==> src/logic/cpsl_params.svh <==
// Purpose: constants for the control port serial link
// Assumes: 100 MHz mclk, port reached by 8-bit I/O strobes at address 0xFF
// Notes:   bit delay count steers the bit period in mclk ticks
// How it works
// writes to port 0xFF drive the serial output from data bit 1
// port reads return the serial input line level in bit 1
// port reads return carrier sense inverted in bit 2
// every character starts with a zero start bit
// eight data bits follow, least significant bit first
// one or two idle-level stop bits close each character
// transmitter sends a ten-bit frame, each bit one bit period
// bit period comes from delay count, nominally 85000/baud minus 4
// port writes keep other bits, bit 1 merged after masking with 0xFD
// idle serial output rests high with port bit 1 set
// receiver waits for zero start bit, samples eight bits LSB first
// reception above 1200 baud is not recommended
// transmission waits until carrier sense signals far printer ready
// after reset the serial output idles high until a character is queued; a port write clearing bit 1 also drives it low here
`ifndef CPSL_PARAMS_SVH
`define CPSL_PARAMS_SVH
`define CPSL_PORT_ADDR     8'hFF
`define CPSL_TXD_BIT       1
`define CPSL_RXD_BIT       1
`define CPSL_CD_BIT        2
`define CPSL_TXD_MASK      8'hFD
`define CPSL_PORT_RESET    8'h02
`define CPSL_FRAME_BITS    4'hA
`define CPSL_DATA_BITS     4'h8
`define CPSL_DELAY_NUM     85000
`define CPSL_DELAY_SUB     4
`define CPSL_DELAY_RESET   16'h0119
`define CPSL_TICK_NS       10
`define CPSL_TICK_US       1
`define CPSL_TICK_CYCLES   ((`CPSL_TICK_US * 1000) / `CPSL_TICK_NS)
`endif

==> src/logic/cpsl_pkg.sv <==
// Purpose: types for the control port serial link
// Assumes: nothing beyond the params header
// Notes:   states of both shifters
package cpsl_pkg;
    typedef enum logic [1:0] {CPSL_TX_IDLE, CPSL_TX_WAIT, CPSL_TX_SHIFT} cpsl_tx_state_t;
    typedef enum logic [1:0] {CPSL_RX_IDLE, CPSL_RX_HALF, CPSL_RX_BITS, CPSL_RX_STOP} cpsl_rx_state_t;
endpackage : cpsl_pkg

==> src/logic/cpsl_top.sv <==
// Purpose: control port with hardware serial transmitter and receiver
// Assumes: io strobes are one-cycle pulses on mclk, line pins are asynchronous
// Notes:   bit period = bit_delay_count + 4 mclk ticks
`timescale 1ns/1ns
`include "cpsl_params.svh"
module cpsl_top
    import cpsl_pkg::*;
(
    // clock and reset
    input  wire logic        mclk,
    input  wire logic        reset,
    // io port
    input  wire logic [7:0]  io_addr,
    input  wire logic        io_wr,
    input  wire logic        io_rd,
    input  wire logic [7:0]  io_wdata,
    output logic      [7:0]  io_rdata,
    // bit period setting
    input  wire logic [15:0] bit_delay_count,
    // character stream in
    input  wire logic        send_valid,
    input  wire logic [7:0]  send_character,
    output logic             send_ready,
    // character stream out
    output logic             recv_valid,
    output logic      [7:0]  receive_character,
    input  wire logic        recv_ready,
    // serial pins
    output logic             txd,
    input  wire logic        rxd,
    input  wire logic        carrier_sense_input,
    input  wire logic        wait_for_carrier
);
    typedef struct packed {
        logic [7:0]     port_r;
        logic [7:0]     rdata_r;
        logic [2:0]     rxd_sync_r;
        logic [2:0]     cd_sync_r;
        logic           rxd_r;
        logic           cd_r;
        cpsl_tx_state_t tx_st_r;
        logic [9:0]     tx_sh_r;
        logic [3:0]     tx_cnt_r;
        logic [16:0]    tx_tmr_r;
        logic           txd_r;
        cpsl_rx_state_t rx_st_r;
        logic [7:0]     rx_sh_r;
        logic [3:0]     rx_cnt_r;
        logic [16:0]    rx_tmr_r;
        logic [1:0]     bv_r;
        logic [7:0]     b0_r;
        logic [7:0]     b1_r;
        logic           sready_r;
    } cpsl_state_t;

    cpsl_state_t s_r, s_nxt;

    function automatic logic [16:0] period(input logic [15:0] cnt);
        period = {1'b0, cnt} + 17'(`CPSL_DELAY_SUB);
    endfunction : period

    logic port_hit;
    logic tx_start;
    logic rx_push;
    assign port_hit = (io_addr == `CPSL_PORT_ADDR);

    always_comb begin
        s_nxt = s_r;
        rx_push = 1'b0;
        tx_start = 1'b0;
        // three-stage synchronisers, change accepted when stages two and three agree
        s_nxt.rxd_sync_r = {s_r.rxd_sync_r[1:0], rxd};
        s_nxt.cd_sync_r = {s_r.cd_sync_r[1:0], carrier_sense_input};
        if (s_r.rxd_sync_r[2] == s_r.rxd_sync_r[1]) begin
            s_nxt.rxd_r = s_r.rxd_sync_r[2];
        end
        if (s_r.cd_sync_r[2] == s_r.cd_sync_r[1]) begin
            s_nxt.cd_r = s_r.cd_sync_r[2];
        end
        if (port_hit && io_wr) begin
            s_nxt.port_r = (s_r.port_r & `CPSL_TXD_MASK) | (io_wdata & ~`CPSL_TXD_MASK);
        end
        if (port_hit && io_rd) begin
            s_nxt.rdata_r = s_r.port_r & `CPSL_TXD_MASK;
            s_nxt.rdata_r[`CPSL_RXD_BIT] = s_r.rxd_r;
            s_nxt.rdata_r[`CPSL_CD_BIT] = ~s_r.cd_r;
        end
        // transmitter
        unique case (s_r.tx_st_r)
            CPSL_TX_IDLE: begin
                s_nxt.txd_r = s_r.port_r[`CPSL_TXD_BIT];
                if (send_valid && s_r.sready_r) begin
                    s_nxt.tx_sh_r = {1'b1, send_character, 1'b0};
                    s_nxt.tx_st_r = CPSL_TX_WAIT;
                end
            end
            CPSL_TX_WAIT: begin
                if (!wait_for_carrier || !s_r.cd_r) begin
                    tx_start = 1'b1;
                    s_nxt.tx_st_r = CPSL_TX_SHIFT;
                    s_nxt.tx_cnt_r = `CPSL_FRAME_BITS;
                    s_nxt.tx_tmr_r = period(bit_delay_count);
                    s_nxt.txd_r = s_r.tx_sh_r[0];
                    s_nxt.tx_sh_r = {1'b1, s_r.tx_sh_r[9:1]};
                end
            end
            CPSL_TX_SHIFT: begin
                if (s_r.tx_tmr_r > 17'h00001) begin
                    s_nxt.tx_tmr_r = s_r.tx_tmr_r - 17'h00001;
                end else if (s_r.tx_cnt_r == 4'h1) begin
                    s_nxt.tx_st_r = CPSL_TX_IDLE;
                    s_nxt.txd_r = s_r.port_r[`CPSL_TXD_BIT];
                end else begin
                    s_nxt.tx_cnt_r = s_r.tx_cnt_r - 4'h1;
                    s_nxt.tx_tmr_r = period(bit_delay_count);
                    s_nxt.txd_r = s_r.tx_sh_r[0];
                    s_nxt.tx_sh_r = {1'b1, s_r.tx_sh_r[9:1]};
                end
            end
            default: s_nxt.tx_st_r = CPSL_TX_IDLE;
        endcase
        s_nxt.sready_r = (s_nxt.tx_st_r == CPSL_TX_IDLE) && !(send_valid && s_r.sready_r);
        // receiver; slow rates recommended, timer counts half a bit period to mid start bit, then whole bit periods
        unique case (s_r.rx_st_r)
            CPSL_RX_IDLE: begin
                if (!s_r.rxd_r) begin
                    s_nxt.rx_st_r = CPSL_RX_HALF;
                    s_nxt.rx_tmr_r = period(bit_delay_count) >> 1;
                end
            end
            CPSL_RX_HALF: begin
                if (s_r.rx_tmr_r > 17'h00001) begin
                    s_nxt.rx_tmr_r = s_r.rx_tmr_r - 17'h00001;
                end else if (s_r.rxd_r) begin
                    s_nxt.rx_st_r = CPSL_RX_IDLE;
                end else begin
                    s_nxt.rx_st_r = CPSL_RX_BITS;
                    s_nxt.rx_cnt_r = `CPSL_DATA_BITS;
                    s_nxt.rx_tmr_r = period(bit_delay_count);
                end
            end
            CPSL_RX_BITS: begin
                if (s_r.rx_tmr_r > 17'h00001) begin
                    s_nxt.rx_tmr_r = s_r.rx_tmr_r - 17'h00001;
                end else begin
                    s_nxt.rx_sh_r = {s_r.rxd_r, s_r.rx_sh_r[7:1]};
                    s_nxt.rx_tmr_r = period(bit_delay_count);
                    s_nxt.rx_cnt_r = s_r.rx_cnt_r - 4'h1;
                    if (s_r.rx_cnt_r == 4'h1) begin
                        s_nxt.rx_st_r = CPSL_RX_STOP;
                    end
                end
            end
            CPSL_RX_STOP: begin
                if (s_r.rx_tmr_r > 17'h00001) begin
                    s_nxt.rx_tmr_r = s_r.rx_tmr_r - 17'h00001;
                end else begin
                    rx_push = 1'b1;
                    s_nxt.rx_st_r = CPSL_RX_IDLE;
                end
            end
        endcase
        // two-entry buffer: pop head then push at tail
        if (s_r.bv_r[0] && recv_ready) begin
            s_nxt.b0_r = s_r.b1_r;
            s_nxt.bv_r = {1'b0, s_r.bv_r[1]};
        end
        if (rx_push && !s_nxt.bv_r[1]) begin
            if (s_nxt.bv_r[0]) begin
                s_nxt.b1_r = s_r.rx_sh_r;
                s_nxt.bv_r[1] = 1'b1;
            end else begin
                s_nxt.b0_r = s_r.rx_sh_r;
                s_nxt.bv_r[0] = 1'b1;
            end
        end
        if (reset) begin
            s_nxt = '0;
            s_nxt.port_r = `CPSL_PORT_RESET;
            s_nxt.txd_r = 1'b1;
            s_nxt.rxd_r = 1'b1;
            s_nxt.rxd_sync_r = 3'h7;
            s_nxt.sready_r = 1'b0;
        end
    end

    always_ff @(posedge mclk) begin
        s_r <= s_nxt;
    end

    assign io_rdata = s_r.rdata_r;
    assign txd = s_r.txd_r;
    assign send_ready = s_r.sready_r;
    assign recv_valid = s_r.bv_r[0];
    assign receive_character = s_r.b0_r;
endmodule : cpsl_top

==> config.mk <==
export PLATFORM = sky130hd
export DESIGN_NAME = cpsl_top
export DESIGN_NICKNAME = d
export VERILOG_FILES = /design/src/logic/cpsl_pkg.sv /design/src/logic/cpsl_top.sv
export VERILOG_INCLUDE_DIRS = /design/src /design/src/logic
export SDC_FILE = /design/constraint.sdc
export NUM_CORES = 1
export LEC_CHECK = 0
export ABC_CLOCK_PERIOD_IN_PS = 3680
export BUFFER_PORTS_ARGS = -buffer_cell sky130_fd_sc_hd__buf_4
export CAP_MARGIN = 15
export CORE_MARGIN = 2
export CORE_UTILIZATION = 35
export DETAILED_ROUTE_END_ITERATION = 16
export PLACE_DENSITY = 0.53
export SYNTH_ARGS = -nofsm -noshare
export SYNTH_HDL_FRONTEND = slang
export SYNTH_SLANG_ARGS = --single-unit
==> constraint.sdc <==
create_clock -name mclk -period 3.68 [get_ports mclk]
set_input_delay 0 -clock mclk [delete_from_list [all_inputs] [get_ports mclk]]
set_output_delay 0 -clock mclk [all_outputs]
set_load 0.005 [all_outputs]
## Yosys cells after proc, flatten, opt, wreduce, memory -nomap -nowiden

Cells that the tools add are included.
W data, S select, Z words.

- Bitwise logic cells: 3
- $add $sub $neg: 5
- Multiplexer cells: 34
- Order comparisons: 2
- Reduce and logical (&&, ||, !) cells: 26
- Equality and inequality tests: 23

Operator list:

| operator | number |
|---|---|
| $mux W17 | 5 |
| $pmux W17 S4 | 1 |
| $pmux W21 S2 | 1 |
| $gt A17 B1 Y1 const B | 2 |
| $mux W34 | 1 |
| $sub A17 B1 Y17 const B | 2 |
| $mux W31 | 1 |
| $pmux W10 S3 | 1 |
| $ne A2 B2 Y1 const B | 11 |
| $mux W21 | 1 |
| $mux W18 | 1 |
| $add A16 B3 Y17 const B | 1 |
| $mux W16 | 1 |
| $mux W8 | 2 |
| $mux W14 | 1 |
| $mux W12 | 1 |
| $mux W2 | 6 |
| $mux W10 | 1 |
| $reduce_and A5 Y1 | 2 |
| $reduce_and A3 Y1 | 3 |
| $eq A4 B1 Y1 const B | 2 |
| $eq A8 B8 Y1 const B | 1 |
| $or A8 B2 Y8 | 1 |
| $pmux W2 S4 | 1 |
| 19 further kinds | 43 |

- Logic and storage cells: 112
- Output and inout bits: 19
- Register bits after elaboration: 108
- Input bits: 49

## Depth between registers and ports, before layout

- Word-level depth: 6
- Depth in mapped cells: 10
- Gate-level depth less buffers: 8

## Worst setup path after synthesis

No wires, ideal clock.

- Path type: reg-to-reg
- Start point: register s_r[51] in the netlist's numbering
- End point: register s_r[61] in the netlist's numbering
- Path slack: 1.535 ns
- Buffers on the path: 0
- Arrival: 2.085 ns
- Library setup time: 0.059 ns
- Data required time: 3.621 ns
- Stages on the path, launching flop included: 9
- Period minus slack after synthesis: 2.145 ns
- Path through: dfxtp_1 > inv_1 > ha_1 > or4b_4 > or2_4 > or3_1 > mux2_2 > o22ai_2 > a32o_2

- Word-level cells in the longest chain between the ends: 3
- Elaborated cells on any way between the ends: 6
- Classes of those cells: add/sub: 1; order compare: 1; eq/ne: 1; mux: 2; reduce/logical: 1

Ends and longest elaborated chain:

| element | line | RTL |
|---|---|---|
| start, declared | cpsl_top.sv:56 | `cpsl_state_t s_r, s_nxt;` |
| start signal, assigned | cpsl_top.sv:188 | `s_r <= s_nxt;` |
| $sub A17 B1 Y17 or $gt A17 B1 Y1 (tied branches) | cpsl_top.sv:109, cpsl_top.sv:108 |  |
| $mux W17 or $ne A3 B3 Y1 (tied branches) | n/a |  |
| $pmux W21 S2 or $reduce_and A3 Y1 (tied branches) | n/a |  |

Parallel ways exist; a longest one is shown, timed or not.
A chain may end at the register's enable or synchronous reset.

## Final worst setup path

- Start point: register s_r[82] in the netlist's numbering
- End point: register s_r[53] in the netlist's numbering

- Word-level cells in the longest chain between the ends: 3
- Elaborated cells on any way between the ends: 7
- Classes of those cells: eq/ne: 4; mux: 1; reduce/logical: 2

Ends and longest elaborated chain:

| element |
|---|
| $eq A2 B2 Y1 or $eq A2 B1 Y1 (tied branches) |
| $ne A3 B3 Y1 (no source line), or another cell as far along |
| $reduce_and A3 Y1 (no source line) |

Parallel ways exist; a longest one is shown, timed or not.

==> impl_metrics.json <==
{
  "run_status": "completed",
  "max-clock-path-buffers": 2,
  "die_h_um": 133,
  "crit_buf_inv": 5,
  "finalNonFillerCells": 983,
  "timing.critical_path.max_delay_family": "compound AO/OA/AOI/OAI gates",
  "timing.fmax_mhz": 368,
  "final.setup.worst_slack_ps": 965,
  "setup.worst_path.end_class": "register",
  "placement_rows": 47,
  "path_class": "register to register",
  "final.period_utilization": 0.738,
  "worst_hold_path.endpoint": "s_r[74]",
  "final_max_slew_viol_count": 0,
  "postSynthAreaPerCell_sq_um": 8.15,
  "ys_seq_area_frac": 0.325,
  "yosys.cell_types.count": 86,
  "detailedPlacementHpwl_um": 11900,
  "drt_wl_total_um": 16900,
  "layout.cells.most_common": "dfxtp_1",
  "fin_tns_setup_ps": 0,
  "grt_setup_unrepaired": "no",
  "highest_count_cells_in_the_layout_ignoring_fill_and_taps": "dfxtp_1, nor2_1, nand2_1, buf_4, o21ai_0",
  "remaining_drc_errors": 0,
  "worst_hold_path_type": "input pin to register",
  "portBuffers": 54,
  "path_depth": 10,
  "crit_top_cell": "buf_4",
  "post_drt_wl_per_cell_um": 17.2,
  "power_density_mw_per_mm2": 616,
  "worstReg2RegStart": "s_r[82]",
  "grt_util_all_layers": 0.191,
  "synthArstFlopShare": 0,
  "core_area_sq_mm": 0.0165,
  "finClkSkew_ps": 11.0,
  "cts.sinks": 95,
  "start_util": 0.355,
  "max_slew.worst_pin.slew_ps": 931,
  "postSynthRegisterBits": 95,
  "timing.critical_path.fanout_max": 17,
  "rrSetupSlack_ps": 970,
  "synth_edf_count": 0,
  "worst_path_largest_cell_delay_ps": 710,
  "dpl.cell_count": 955,
  "hold_start": "send_character[1]",
  "synthCells": 718,
  "die_footprint_sq_mm": 0.0178,
  "maximum_number_of_pins_on_one_net_before_global_route_repair": 43,
  "dpl_cell_area_sq_mm": 0.00632,
  "first_iter_violations": 383,
  "via_count_of_the_first_global_routing_pass": 5339,
  "cts_tree": "done",
  "postCtsResizedCells": 0,
  "drv_cap": 0,
  "finalCriticalPeriod_ps": 2710,
  "clk-insertion-delay-late_ps": 360,
  "cts.repair_timing.setup_buffer_count": 0,
  "synthToLayoutAreaGrowth_pct": 15.2,
  "power.ir.vdd_worst_uv": 267,
  "die-width_um": 133,
  "antenna_found_initial": 0,
  "grt_overflow": 0,
  "ctsHtreeMaxLevel": 3,
  "insertedDiodeCount": 0,
  "ctsRootBufferMaster": "clkbuf_16",
  "average_via_count_per_standard_cell": 5.71,
  "detailroute.via_count": 5612,
  "num-nets-final": 825,
  "worst-endpoint-required_ps": 3930,
  "detailedRoute.firstPassIterationCount": 7,
  "design_area_sq_mm": 0.00674,
  "post_route_cells_drive_above_1_share": 0.153,
  "reg2regPathDepth": 10,
  "dominantRegCellSynth": "dfxtp_1",
  "yosys_warnings": 0,
  "reg2reg_to": "s_r[53]",
  "critical_path_arrival_ps": 2960,
  "cell_area_after_technology_mapping_sq_mm": 0.00585,
  "timing.hold.worst_path_depth": 3,
  "whs_ps": 4.16,
  "hold_viol": 0,
  "antenna_violating_nets_post_route": 0,
  "crit_slowest_cell": "a31oi_1",
  "worstSetupStartpointType": "register",
  "pin_count": 68,
  "cts_made_buffers": 9,
  "pre_cts_slack_ps": 1010,
  "path_cells": "inv_1, ha_1, buf_4, clkinv_1, buf_4, nor2_1, a31oi_1, buf_4, o21ai_0, a32o_1",
  "first_pass_grt_wire_length_um": 27300,
  "power.static_leakage_nw": 2.60,
  "setup_viol": 0,
  "worstSetupStartpoint": "s_r[82]",
  "slew_headroom": 0.377,
  "cts.clk_slew.worst_paths_ps": 70,
  "gp_congestion": 0.859
}
## cells by family after synthesis
family,count (synthesis),synth area share
other,1,0.000641
flip-flops,95,0.325
multiplexers,22,0.0379
AO/OA/AOI/OAI,207,0.253
AND/OR/NAND/NOR,280,0.247
adder cells (fa/ha/maj),18,0.0385
XOR/XNOR,23,0.0344
buffers and inverters,72,0.0631
## per-layer routing
metal / global-route usage / up-vias / wire, um
li1: - / 2714 / -
met1: 0.249 / 2688 / 7520
met2: 0.307 / 186 / 7910
met3: 0.0434 / 24 / 1050
met4: 0.0739 / 0 / 382
met5: 0 / - / 0
## synthesized netlist by cell type (4+ instances only)
| cell | n | area, sq um |
|---|---|---|
| a211o_1 | 4 | 35.0 |
| a21oi_1 | 43 | 215 |
| dfxtp_1 | 95 | 1900 |
| a32o_1 | 6 | 60.1 |
| clkbuf_1 | 18 | 67.6 |
| ha_1 | 18 | 225 |
| o21ai_1 | 4 | 20.0 |
| mux2i_1 | 21 | 210 |
| nor3_1 | 24 | 120 |
| or2_2 | 7 | 43.8 |
| o31ai_1 | 5 | 37.5 |
| a31oi_1 | 17 | 106 |
| nor2b_1 | 5 | 31.3 |
| and3_1 | 5 | 31.3 |
| and2_1 | 6 | 37.5 |
| or3_1 | 6 | 37.5 |
| nand2_1 | 61 | 229 |
| nand4_1 | 7 | 43.8 |
| o21ai_0 | 44 | 220 |
| nand3_2 | 4 | 40.0 |
| o211ai_1 | 4 | 30.0 |
| buf_2 | 7 | 35.0 |
| nand3_1 | 26 | 130 |
| xor2_1 | 6 | 52.6 |
| nor4_1 | 5 | 31.3 |
| nor2_1 | 91 | 342 |
| inv_1 | 22 | 82.6 |
| a211oi_1 | 4 | 30.0 |
| a311oi_1 | 12 | 105 |
| buf_4 | 18 | 135 |
| xnor2_1 | 17 | 149 |
| a221oi_1 | 14 | 123 |
## worst register-to-register path, delay by kind of cell, from the launching register on
| kind | cells | cell delay [ps] |
|---|---|---|
| flops | 1 | 430 |
| compound gates | 3 | 1080 |
| fa+ha+maj | 1 | 220 |
| buf+inv | 5 | 790 |
| simple gates | 1 | 80 |
## final cells by class
cell class	count	area (sq um)
repair buffers	73	578
multi-input cells	556	3600
flip-flops and latches	95	1900
inverters	23	86.3
clock inverters	7	72.6
fillers	1705	9730
clock buffers	9	225
well taps	220	275
## power by group
part           internal [W]  switching (W)  total, W
combinational      0.000684        0.00121   0.00189
sequential          0.00116       0.000144   0.00130
clock              0.000482       0.000476  0.000958
## worst max-delay path by stage
stage / endpoint / slack, ps
after floorplan: s_r[61] / 1540
after global placement: s_r[53] / 1070
after detailed placement: s_r[53] / 1010
after CTS: s_r[53] / 990
after global routing: s_r[53] / 810
final: s_r[53] / 970
## state kept, by name, indices dropped and copies added, names as in the netlist
name,count
send_ready,1
txd,1
recv_valid,1
io_rdata,2
s_r,82
receive_character,8
## what timing repair did
| item | in CTS | in global routing |
|---|---|---|
| hold buffers | 12 | 0 |
| setup endpoints to repair | 0 | 0 |
| endpoints found under the hold margin | 10 | 0 |
## through the flow
stage,util,power [W]
2_1_floorplan,-,0.00274
3_3_place_gp,0.384,0.00315
3_5_place_dp,0.384,0.00317
4_1_cts,0.409,0.00415
5_1_grt,0.409,0.00442
6_report,0.409,0.00415
Note: power is estimated with default switching activity, not from simulation.
